--- src/common/ssalu_defs.svh ---
/*
 Constants for the subtract/swap ALU slice: widths, flag positions, reset values.
 Assumes inclusion by bare name from files that need them.
*/
`ifndef SSALU_DEFS_SVH
`define SSALU_DEFS_SVH
`define SSALU_DW 8
`define SSALU_ACC_RST 8'h00
`define SSALU_WDATA_RST 8'h00
`define SSALU_FLAG_C 0
`define SSALU_FLAG_HALF_CARRY 1
`define SSALU_FLAG_Z 2
`define SSALU_FLAG_OVERFLOW 3
`define SSALU_FLAGS_RST 4'h0
`endif

--- src/common/ssalu_pkg.sv ---
/*
 Types for the subtract/swap ALU slice.
 Assumes ssalu_defs.svh is on the include path.
*/
`include "ssalu_defs.svh"
package ssalu_pkg;
  typedef enum logic [2:0] {
    SSALU_OP_NONE,
    SSALU_OP_SUB_TO_MEMORY,
    SSALU_OP_SUB_IMM,
    SSALU_OP_SWAP_MEM,
    SSALU_OP_NIBBLE_EXCHANGE_TO_ACC
  } ssalu_op_t;
  typedef logic [`SSALU_DW-1:0] ssalu_byte_t;
endpackage : ssalu_pkg

--- src/common/ssalu_sub_if.sv ---
/*
 Interface carrying operands and results between the top and the subtractor.
 Assumes one clockless combinational connection.
*/
`timescale 1ns/100ps
interface ssalu_sub_if;
  import ssalu_pkg::*;
  ssalu_byte_t minuend;
  ssalu_byte_t subtrahend;
  ssalu_byte_t diff;
  logic carry;
  logic half_carry;
  logic zero;
  logic overflow;
  modport user (output minuend, output subtrahend, input diff, input carry, input half_carry, input zero,
    input overflow);
  modport unit (input minuend, input subtrahend, output diff, output carry, output half_carry, output zero,
    output overflow);
endinterface : ssalu_sub_if

--- src/hw/ssalu_subtractor.sv ---
/*
 Combinational 8-bit subtractor with flag generation.
 Assumes operands are stable within the cycle they are used.
*/
`timescale 1ns/100ps
`include "ssalu_defs.svh"
module ssalu_subtractor (
  ssalu_sub_if.unit s
);
  import ssalu_pkg::*;
  logic [`SSALU_DW:0] full;
  logic [4:0] low;
  always_comb begin
    full = {1'b0, s.minuend} + {1'b0, ~s.subtrahend} + 9'h001;
    low = {1'b0, s.minuend[3:0]} + {1'b0, ~s.subtrahend[3:0]} + 5'h01;
    s.diff = full[`SSALU_DW-1:0];
    // Carry is "no borrow": set when difference is zero or positive
    s.carry = full[`SSALU_DW]; // [RULE2]
    s.half_carry = low[4]; // [RULE7]
    s.zero = (full[`SSALU_DW-1:0] == 8'h00); // [RULE7]
    s.overflow = (s.minuend[7] != s.subtrahend[7]) && (full[7] != s.minuend[7]); // [RULE7]
  end
endmodule : ssalu_subtractor

--- src/hw/ssalu_top.sv ---
/*
 Subtract and nibble-swap datapath slice of an 8-bit accumulator core.
 Assumes the decoder presents one op per cycle with the memory byte already read;
 the memory write port samples mem_wr_en/mem_wr_data one cycle after the op.
*/
// How it works
// [RULE1] A memory-destination subtract writes accumulator minus memory byte back to memory and updates all four flags.
// [RULE2] After a subtraction carry is 0 on a borrow and 1 when the difference is zero or positive.
// [RULE3] An immediate subtract puts accumulator minus the instruction constant into the accumulator, same carry rule.
// [RULE4] An in-place swap exchanges the two nibbles of the memory byte and writes it back.
// [RULE5] An accumulator-destination swap puts the nibble-exchanged memory byte into the accumulator.
// [RULE6] An accumulator-destination swap writes no memory and changes no flags.
// [RULE7] Subtraction sets zero on a zero result, overflow on signed overflow, half carry when bit 3 does not borrow.
`timescale 1ns/100ps
`include "ssalu_defs.svh"
module ssalu_top (
  // Clock and reset
  input wire logic ref_clk,
  input wire logic rst_b,
  // Decoded instruction and operands
  input wire ssalu_pkg::ssalu_op_t op,
  input wire ssalu_pkg::ssalu_byte_t mem_rd_data,
  input wire ssalu_pkg::ssalu_byte_t imm_data,
  // Memory write-back
  output logic mem_wr_en,
  output ssalu_pkg::ssalu_byte_t mem_wr_data,
  // Architectural state
  output ssalu_pkg::ssalu_byte_t accumulator,
  output logic overflow_flag,
  output logic zero_flag,
  output logic half_carry_flag,
  output logic carry_flag
);
  import ssalu_pkg::*;

  // ****************************************
  // Helper functions
  // ****************************************
  // Nibble exchange shared by the in-place and the accumulator swap
  function automatic ssalu_byte_t swap_nib(input ssalu_byte_t b);
    swap_nib = {b[3:0], b[7:4]};
  endfunction : swap_nib

  // Both subtract forms update the four flags; nothing else touches them
  function automatic logic is_sub_op(input ssalu_op_t o);
    is_sub_op = (o == SSALU_OP_SUB_TO_MEMORY) || (o == SSALU_OP_SUB_IMM);
  endfunction : is_sub_op

  // Ops whose result goes back to the addressed memory byte
  function automatic logic is_mem_dest_op(input ssalu_op_t o);
    is_mem_dest_op = (o == SSALU_OP_SUB_TO_MEMORY) || (o == SSALU_OP_SWAP_MEM);
  endfunction : is_mem_dest_op

  // Places each flag at its bit, so the flag order lives in the header alone
  function automatic logic [3:0] pack_flags(input logic ovf, input logic zf, input logic hcf, input logic cf);
    pack_flags = `SSALU_FLAGS_RST;
    pack_flags[`SSALU_FLAG_OVERFLOW] = ovf;
    pack_flags[`SSALU_FLAG_Z] = zf;
    pack_flags[`SSALU_FLAG_HALF_CARRY] = hcf;
    pack_flags[`SSALU_FLAG_C] = cf;
  endfunction : pack_flags

  // ****************************************
  // State and subtractor
  // ****************************************
  ssalu_byte_t acc_reg, acc_next;
  ssalu_byte_t wdata_reg, wdata_next;
  logic wen_reg, wen_next;
  logic [3:0] flags_reg, flags_next;

  ssalu_sub_if sub_bus ();
  ssalu_subtractor u_sub (
    .s(sub_bus.unit)
  );

  // One subtractor serves both subtract forms; only the subtrahend is muxed
  assign sub_bus.minuend = acc_reg;
  assign sub_bus.subtrahend = (op == SSALU_OP_SUB_IMM) ? imm_data : mem_rd_data;

  // ****************************************
  // Accumulator
  // ****************************************
  always_comb begin
    acc_next = acc_reg;
    unique case (op)
      SSALU_OP_SUB_IMM: begin
        acc_next = sub_bus.diff; // [RULE3]
      end
      SSALU_OP_NIBBLE_EXCHANGE_TO_ACC: begin
        acc_next = swap_nib(mem_rd_data); // [RULE5]
      end
      SSALU_OP_NONE, SSALU_OP_SUB_TO_MEMORY, SSALU_OP_SWAP_MEM: begin
        // A no-op or a memory-destination op leaves the accumulator as it was
      end
      default: begin
        // Unused op codes idle
      end
    endcase
  end

  always_ff @(posedge ref_clk or negedge rst_b) begin
    if (!rst_b) begin
      acc_reg <= `SSALU_ACC_RST;
    end else begin
      acc_reg <= acc_next;
    end
  end

  // ****************************************
  // Memory write port
  // ****************************************
  // The write lands one cycle after the op; the memory must apply it before it rereads the byte
  always_comb begin
    wen_next = is_mem_dest_op(op); // [RULE1] [RULE4] [RULE6]
    wdata_next = wdata_reg;
    unique case (op)
      SSALU_OP_SUB_TO_MEMORY: begin
        wdata_next = sub_bus.diff; // [RULE1]
      end
      SSALU_OP_SWAP_MEM: begin
        wdata_next = swap_nib(mem_rd_data); // [RULE4]
      end
      SSALU_OP_NONE, SSALU_OP_SUB_IMM, SSALU_OP_NIBBLE_EXCHANGE_TO_ACC: begin
        // Holding the last value keeps the data lines quiet between writes
      end
      default: begin
      end
    endcase
  end

  always_ff @(posedge ref_clk or negedge rst_b) begin
    if (!rst_b) begin
      wen_reg <= 1'b0;
      wdata_reg <= `SSALU_WDATA_RST;
    end else begin
      wen_reg <= wen_next;
      wdata_reg <= wdata_next;
    end
  end

  // ****************************************
  // Status flags
  // ****************************************
  // Swaps in either form leave the flags alone
  always_comb begin
    flags_next = flags_reg; // [RULE6]
    if (is_sub_op(op)) begin
      flags_next = pack_flags(sub_bus.overflow, sub_bus.zero, sub_bus.half_carry, sub_bus.carry); // [RULE2] [RULE7]
    end
  end

  always_ff @(posedge ref_clk or negedge rst_b) begin
    if (!rst_b) begin
      flags_reg <= `SSALU_FLAGS_RST;
    end else begin
      flags_reg <= flags_next;
    end
  end

  // ****************************************
  // Outputs
  // ****************************************
  assign mem_wr_en = wen_reg;
  assign mem_wr_data = wdata_reg;
  assign accumulator = acc_reg;
  assign overflow_flag = flags_reg[`SSALU_FLAG_OVERFLOW];
  assign zero_flag = flags_reg[`SSALU_FLAG_Z];
  assign half_carry_flag = flags_reg[`SSALU_FLAG_HALF_CARRY];
  assign carry_flag = flags_reg[`SSALU_FLAG_C];
endmodule : ssalu_top

--- config.mk ---
export PLATFORM = sky130hd
export DESIGN_NAME = ssalu_top
export DESIGN_NICKNAME = d
export VERILOG_FILES = /design/src/common/ssalu_pkg.sv /design/src/common/ssalu_sub_if.sv /design/src/hw/ssalu_subtractor.sv /design/src/hw/ssalu_top.sv
export VERILOG_INCLUDE_DIRS = /design/src /design/src/common
export SDC_FILE = /design/constraint.sdc
export NUM_CORES = 1
export LEC_CHECK = 0
export ABC_CLOCK_PERIOD_IN_PS = 4000
export BUFFER_PORTS_ARGS = -buffer_cell sky130_fd_sc_hd__buf_2
export CORE_MARGIN = 5
export CORE_UTILIZATION = 58
export DETAILED_ROUTE_END_ITERATION = 10
export GPL_TIMING_DRIVEN = 0
export HOLD_SLACK_MARGIN = 0.1
export PLACE_DENSITY = 0.84
export RECOVER_POWER = 25
export SETUP_SLACK_MARGIN = 0.4
export SYNTH_ARGS = -nofsm -noshare
export SYNTH_HDL_FRONTEND = slang
export SYNTH_HIERARCHICAL = 1
export SYNTH_SLANG_ARGS = --single-unit
export TNS_END_PERCENT = 1
--- constraint.sdc ---
create_clock -name ref_clk -period 4 [get_ports ref_clk]
set_clock_uncertainty 0.15 [all_clocks]
set_input_delay 0.4 -clock ref_clk [delete_from_list [all_inputs] [get_ports ref_clk]]
set_output_delay 0.4 -clock ref_clk [all_outputs]
set_load 0.005 [all_outputs]
# == Word-level counts from Yosys, hierarchy flattened ==
# Cells that the tools add are included.
# word_totals
input_bits,21
output_inout_bits,21
register_bits,21
elab_cells,25
# classes
reduce_logical,6
n_bitwise,2
n_eq_ne,6
n_addsub,4
muxes,3
# op_table
op,n
one-hot mux 8 bit (2 select lines),2
adder 8 x 8 -> 9 bit,1
"adder 9 x 1 -> 9 bit, second input constant",1
logical NOT 8 bit,1
two-way mux 8 bit,1
NOT 8 bit,1
"== test 3 x 2 -> 1 bit, second input constant",2
adder 4 x 4 -> 5 bit,1
"adder 5 x 1 -> 5 bit, second input constant",1
NOT 4 bit,1
nonzero test 2 bit,2
"== test 3 x 1 -> 1 bit, second input constant",1
"== test 3 bit, second input constant",1
logical OR 1 bit,2
inequality test 1 bit,2
logical AND 1 bit,1

# == Logic depth before layout (Yosys ltp) ==
# Gate-level depths: netlist of run 1.
# depth
ltp_word,7
mapped_depth,13
depth_no_buf,12

# == Modules after synthesis ==
# Netlist of run 1, hierarchy kept.
# by_module_without_submodules
module,area_each_um2,cells_per_inst,instances,seq_area_each_um2
ssalu_top,1253.7,116,1,525.5
ssalu_subtractor,464.2,66,1,0.0

# == Least setup slack after synthesis of run 1 ==
# OpenSTA, ideal clock, no wires.
# synth_path
path_type,in2reg
startpoint,input port op[0]
endpoint,register acc_reg[7] (netlist: accumulator[7])
arrival_ps,2839
t_required_ps,3727
path_stages,13
setup_slack_ps,888
n_path_buf,1
setup_ps,123
path_cell_list,nand2b_1 > buf_6 > nor2_8 > mux2_2 > inv_1 > ha_1 > a21o_1 > a31o_1 > a221o_1 > a211o_1 > nor2_1 > a21oi_1 > o221a_2
# synth_between
elab_chain_cells,6
elab_cells_between_ends,8
cone_classes,add/sub (2); eq/ne (2); mux (2); bitwise (1); reduce/logical (1)
# synth_rtl
element,line_no,text
from (decl),ssalu_top.sv:21,"input wire ssalu_pkg::ssalu_op_t op,"
== test 3 x 2 -> 1 bit,ssalu_top.sv:78,assign sub_bus.subtrahend = (op == SSALU_OP_SUB_IMM) ? imm_data : mem_rd_data;
two-way mux 8 bit,ssalu_top.sv:78,
via sub_bus.subtrahend[5],ssalu_sub_if.sv:9,ssalu_byte_t subtrahend;
NOT 8 bit,ssalu_subtractor.sv:14,"full = {1'b0, s.minuend} + {1'b0, ~s.subtrahend} + 9'h001;"
adder 8 x 8 -> 9 bit,ssalu_subtractor.sv:14,
adder 9 x 1 -> 9 bit,ssalu_subtractor.sv:14,
via sub_bus.diff[7],ssalu_sub_if.sv:10,ssalu_byte_t diff;
one-hot mux 8 bit (2 select lines),ssalu_top.sv:85,unique case (op)
to (signal assigned),ssalu_top.sv:103,acc_reg <= `SSALU_ACC_RST;
to (signal assigned),ssalu_top.sv:105,acc_reg <= acc_next;
to (decl),ssalu_top.sv:66,"ssalu_byte_t acc_reg, acc_next;"
# The timed path passes the listed nets, and every way through them passes these cells.
# A chain may end at the register's enable or synchronous reset.

# == Worst setup path in the final report of run 1 ==
# layout_path
startpoint,input port op[2]
endpoint,register acc_reg[7] (netlist: accumulator[7])
# Same word-level chain as after synthesis.

==> impl_metrics.toml, run 1 <==
[synth]
synth_nets = 212
synth.distinct_cells = 42
yosysWarningCount = 6
synthAdderAreaFrac_pct = 6.99
avgSynthCellArea_sq_um = 9.44
synth_cells = 182
synthSimpleGateAreaFrac_pct = 19.1
synth-xor-area-share_pct = 0.510
seq_area_frac_synth_pct = 30.6
synth_seq_cells = 21
synth_compound_area_share_pct = 21.0
syn_area_sq_um = 1720
synth_top_family_by_area = "compound AO/OA/AOI/OAI gates"
synth_mux_area_share_pct = 13.8

[critical_path]
start_kind = "primary input"
reg2reg_slack_ps = 1330
criticalPathCategory = "in -> reg"
crit-reg2reg-launch = "accumulator[5]"
worstPathMaxFanout = 10
r2r-end = "accumulator[7]"
cp-endpoint = "accumulator[7]"
path_delay_family = "compound AO/OA/AOI/OAI gates"
arrival_ps = 3340
worst-path-buf-inv = 2
path_cells = "clkbuf_1 > nor2_8 > mux2_2 > inv_1 > ha_1 > a21o_1 > a31o_1 > a221o_1 > a211o_1 > nor2_1 > a21oi_1 > o221a_2"
crit_cells = 12
startpoint = "op[2]"
cp_slowest_cell = "clkbuf_1"
required_ps = 4070
critPathCaptureType = "register"
critPathMaxStageDelay_ps = 560
reg2regPathDepth = 8

[drt]
num_vias = 1568
route.detailed.drc = 0
wl_mm = 4.52
drt_pass1_iterations = 4
first_iter_violations = 60
via_per_inst = 6.08
ant_nets = 0
wl_per_cell_microns = 17.5

[cells_and_area]
drive_gt1_share_pct = 31.7
antenna_cells = 0
stdcell_count = 258
area_growth_syn_to_layout_pct = 15.8
fillers = 232
finalNetCount = 258

[floorplan]
placementRows = 19
die_width_microns = 64.4
initial_utilization_pct = 61.2
die_area_sq_um = 4150
ioPinCount = 42
die_y_microns = 64.4
core_area_sq_um = 2810

[sta]
rsz0062_at_grt = "no"
worst_pin_slew_ps = 1200
slew-limit-headroom_pct = 19.8
period_minus_slack_ps = 3270
setup_tns_ps = 0
fin_crit_sh_pct = 81.8
fmax_mhz = 306
final_max_slew_viol_count = 0
setup_viol = 0
report.final.hold_viol_count = 0

[cts]
clk_latency_ps = 310
cts.repair.resized = 0
clk_pin_slew_ps = 130
cts.sinks = 21
numCtsBuffers = 3
hold_buffers = 1
cts_max_path_buffers = 2
cts_tree = "done"
postCtsSetupBuffers = 0
root_buffer = "clkbuf_4"
htree_levels = 1

[global_routing]
antenna_found_initial = 0
grt-ovfl-total = 0
first_global_vias = 1563
grt_pass1_wl_mm = 7.47
grt_max_degree = 22
grtUsageTotal_pct = 22.8

[placed_design]
io_buffers = 40
place_hpwl_mm = 3.56
place_congestion = 0.866
numPlacedInstances = 253

[outcome]
status = "finished clean"

[hold_path]
hp-start = "mem_rd_data[1]"
hp-class = "in -> reg"

[pwr]
report.power.total_mw = 0.945
p_leak_nw = 0.991
ir_worst_vdd_mv = 0.278
p_per_area_nw_per_um2 = 475

[job]
maxCapViolCount = 0
-- worst min path at each step --
stage                      to  slack, ps  cells after the start
2_1_floorplan  accumulator[0]        -50                      0
3_3_place_gp   mem_wr_data[0]        230                      1
3_5_place_dp   mem_wr_data[1]        240                      1
4_1_cts        mem_wr_data[5]        260                      3
5_1_grt        mem_wr_data[5]        240                      3
6_report       mem_wr_data[5]        250                      3
-- cell usage in the layout (no fill, tap or decap), types with 5 or more instances in the layout --
cell type and n:
buf_2 39, dfrtp_1 21, o21ai_0 18, inv_1 15, mux2_2 13, nor3_1 11
nand2_1 10, nor2b_1 10, mux2i_1 9, nor2_1 9, ha_1 8, o21bai_1 7
o311a_1 7, buf_6 5
-- power breakdown --
group	internal (mW)	switching, mW	total (mW)
clock	0.0374	0.0723	0.110
sequential	0.272	0.0482	0.320
combinational	0.240	0.275	0.515
total	0.550	0.395	0.945
-- cells by family (layout without fill, tap and decap cells) --
family / Yosys count / count (layout)
AO/OA/AOI/OAI: 50 / 50
adder cells (fa/ha/maj): 9 / 9
XOR/XNOR: 1 / 1
flip-flops: 21 / 21
buffers and inverters: 24 / 69
multiplexers: 22 / 22
AND/OR/NAND/NOR: 55 / 55
-- metrics by stage --
stage / util (%) / cell area (sq um) / setup WS (ps) / hold WS, ps
4_1_cts: 71.1 / 1990 / 818 / 265
3_5_place_dp: 69.8 / 1960 / 485 / 241
3_3_place_gp: 69.8 / 1960 / 589 / 228
2_1_floorplan: - / 1720 / 888 / -45.6
5_1_grt: 70.9 / 1990 / 602 / 244
6_report: 70.9 / 1990 / 727 / 254
-- layout make-up --
class                           count  area, sq um  area share (%)
Buffer                              9         78.8            3.96
Clock buffer                        3         22.5            1.13
Tap cell                           31         38.8            1.95
Clock inverter                      1         5.00           0.252
Multi-Input combinational cell    137         1050            53.0
Timing Repair Buffer               41          209            10.5
Inverter                           15         56.3            2.83
Sequential cell                    21          526            26.4
-- metal layers --
metal / wire length [microns] / global-route usage, %
met3: 187 / 1.90
met2: 2300 / 41.6
met1: 1980 / 28.9
met4: 44 / 5.80
met5: 0 / 0
-- worst register-to-register path, delay by kind of cell, from the launching register on --
kind / cells / cell delay [ps]
AO/OA/AOI/OAI: 6 / 1450
AND/OR/NAND/NOR: 1 / 110
flip-flops: 1 / 450
adder cells (fa/ha/maj): 1 / 410
-- Yosys cell counts --
master     n  area share [%]
or4b_1     1            0.58
a211o_1    1            0.51
and2b_2    1            0.51
mux2i_1    9             5.2
nor2_8     1             1.2
nand2_1   10             2.2
o21a_1     2            0.87
o311a_1    7             4.1
o21ai_1    2            0.58
o31a_1     1            0.51
dfrtp_1   21              31
buf_4      3             1.3
nand3_1    1            0.29
o21ai_0   18             5.2
and2b_4    1            0.58
nand2b_4   2             1.6
fa_1       1             1.2
nor3_1    11             3.2
nor4_2     1            0.73
a21oi_1    2            0.58
mux2_2    13             8.5
nor2_2     1            0.36
nor3b_1    1            0.44
a21oi_4    1            0.95
a21o_1     1            0.44
o211a_1    1            0.58
o221a_2    1            0.66
xnor2_1    1            0.51
nor2_1     9             2.0
a221o_1    1            0.58
a21boi_0   1            0.44
inv_1     15             3.3
a31o_1     1            0.51
nor2b_1   10             3.6
o21bai_1   7             3.1
ha_1       8             5.8
nor4_1     1            0.36
clkbuf_1   1            0.22
o221ai_1   1            0.51
buf_6      5             3.3
nand2b_1   4             1.5
a211oi_1   2            0.87
No activity file was read; power rests on OpenSTA's default activity.
==> run 2, diff against run 1 <==
--- a/config.mk
+++ b/config.mk
@@ -6,14 +6,14 @@
 export SDC_FILE = /design/constraint.sdc
 export NUM_CORES = 1
 export LEC_CHECK = 0
-export ABC_CLOCK_PERIOD_IN_PS = 4000
+export ABC_CLOCK_PERIOD_IN_PS = 2600
 export BUFFER_PORTS_ARGS = -buffer_cell sky130_fd_sc_hd__buf_2
 export CORE_MARGIN = 5
-export CORE_UTILIZATION = 58
+export CORE_UTILIZATION = 48
 export DETAILED_ROUTE_END_ITERATION = 10
 export GPL_TIMING_DRIVEN = 0
 export HOLD_SLACK_MARGIN = 0.1
-export PLACE_DENSITY = 0.84
+export PLACE_DENSITY = 0.74
 export RECOVER_POWER = 25
 export SETUP_SLACK_MARGIN = 0.4
 export SYNTH_ARGS = -nofsm -noshare
==> constraint.sdc (replaced) <==
create_clock -name ref_clk -period 2.6 [get_ports ref_clk]
set_clock_uncertainty 0.15 [all_clocks]
set_input_delay 0.26 -clock ref_clk [delete_from_list [all_inputs] [get_ports ref_clk]]
set_output_delay 0.26 -clock ref_clk [all_outputs]
set_load 0.005 [all_outputs]
==> run 2 against run 1 <==
Compared with the run above:
- clock power increased by 52%
- critical path type unchanged
- design area increased by 17%
- the flow now finishes with violations (negative setup slack)
- sequential cell count is the same
==> impl_metrics.toml, run 2 (same netlist as run 1, synthesis figures left out) <==
[cells_and_area]
drive_gt1_share_pct = 48.1
layout_common_cells = "38 x buf_2, 21 x dfrtp_1, 14 x buf_4, 11 x o21ai_0, 11 x nor3_1"
stdcell_count = 285
finalNetCount = 270
final_common_cell = "buf_2"
area_growth_syn_to_layout_pct = 35.8
antenna_cells = 0

[floorplan]
die_width_microns = 69.8
core_area_sq_um = 3390
die_y_microns = 69.8
initial_utilization_pct = 50.7
die_area_sq_um = 4880
ioPinCount = 42
placementRows = 21

[sta]
report.final.hold_viol_count = 0
setup_tns_ps = -153
fmax_mhz = 373
rsz0062_at_grt = "yes"
period_minus_slack_ps = 2680
worst_pin_slew_ps = 1160
fin_crit_sh_pct = 103
final_max_slew_viol_count = 0
slew-limit-headroom_pct = 22.6
finalWorstSetupSlack_ps = -83.0
setup_viol = 4

[critical_path]
worstPathMaxFanout = 4
worst-path-buf-inv = 3
critPathCaptureType = "register"
cp_slowest_cell = "mux2_4"
arrival_ps = 2750
start_kind = "primary input"
critPathMaxStageDelay_ps = 330
required_ps = 2660
path_delay_family = "compound AO/OA/AOI/OAI gates"
path_cells = "buf_6 > nand2b_4 > buf_6 > nor2_8 > mux2_4 > inv_4 > ha_4 > a21o_1 > a31o_1 > a221o_1 > a211o_1 > nor2_2 > a21oi_2 > o221a_2"
criticalPathCategory = "in -> reg"
cp_common_cell = "buf_6"

[cts]
htree_levels = 1
numCtsBuffers = 3
clk_latency_ps = 310
cts_tree = "done"
clk_pin_slew_ps = 130
cts_max_path_buffers = 2
root_buffer = "clkbuf_4"
cts.sinks = 21

[placed_design]
pre_cts_ws_ps = -590
io_buffers = 40
place_congestion = 0.819
place_hpwl_mm = 3.34
numPlacedInstances = 268

[pwr]
ir_worst_vdd_mv = 0.435
report.power.total_mw = 1.73
p_leak_nw = 1.09
p_per_area_nw_per_um2 = 741

[drt]
num_vias = 1605
ant_nets = 0
wl_per_cell_microns = 16.3
wl_mm = 4.65
via_per_inst = 5.63
drt_pass1_iterations = 4
first_iter_violations = 58
route.detailed.drc = 0

[global_routing]
grt_max_degree = 22
grt-ovfl-total = 0
grtUsageTotal_pct = 18.9
grt_pass1_wl_mm = 7.49
antenna_found_initial = 0
first_global_vias = 1544

[outcome]
violations = "negative setup slack"
status = "finished, violations left"

[hold_path]
hp-class = "in -> reg"

[job]
maxCapViolCount = 0
[run 2: routing by layer]
layer | track usage (%) | vias to the layer above | share of wire, %
li1 | - | 774 | -
met1 | 24.7 | 763 | 42
met2 | 31.9 | 62 | 51
met3 | 1.16 | 6 | 4.8
met4 | 8.30 | 0 | 1.7
met5 | 0 | - | 0
[run 2: stage by stage]
stage          instance area, sq um  hold WS (ps)  utilization, %
6_report                       2330           116            68.8
5_1_grt                        2330           105            68.8
4_1_cts                        2240           122            66.0
3_5_place_dp                   1990          97.5            58.8
3_3_place_gp                   1990          87.7            58.8
2_1_floorplan                  1730          -186               -
[run 2: area by class of cell]
type	count	area (sq um)
Buffer	9	82.6
Clock buffer	3	22.5
Clock inverter	1	5.00
Fill cell	270	1060
Inverter	15	61.3
Multi-Input combinational cell	137	1260
Sequential cell	21	526
Tap cell	46	57.6
Timing Repair Buffer	53	318
[run 2: final timing paths]
path,from,to,slack [ps],cells past startpoint
min in group asynchronous,rst_b,mem_wr_data[0],530,2
min reg2reg,mem_wr_data[6],mem_wr_data[6],340,2
max,op[0],accumulator[7],-80,14
max reg2reg,accumulator[5],accumulator[7],180,8
max in group asynchronous,rst_b,flags_reg[1],1090,2
min,mem_rd_data[1],mem_wr_data[5],120,3
[run 2: timing repair]
action | CTS | global route
gates resized for setup | 30 | 17
hold buffers | 1 | 0
hold endpoints to repair | 21 | 0
pin swaps | 17 | 20
setup endpoints to repair | 17 | 14
buffers inserted | 8 | 4
[run 2: tightest hold or removal path, delay by kind of cell]
kind                   cells  cell delay (ps)
AO/OA/AOI/OAI              1              110
multiplexers               1               70
buffers and inverters      1              110
[run 2: power by group]
group / switching (mW) / total (mW) / internal [mW]
sequential: 0.0884 / 0.507 / 0.418
combinational: 0.512 / 1.05 / 0.543
clock: 0.109 / 0.167 / 0.0576
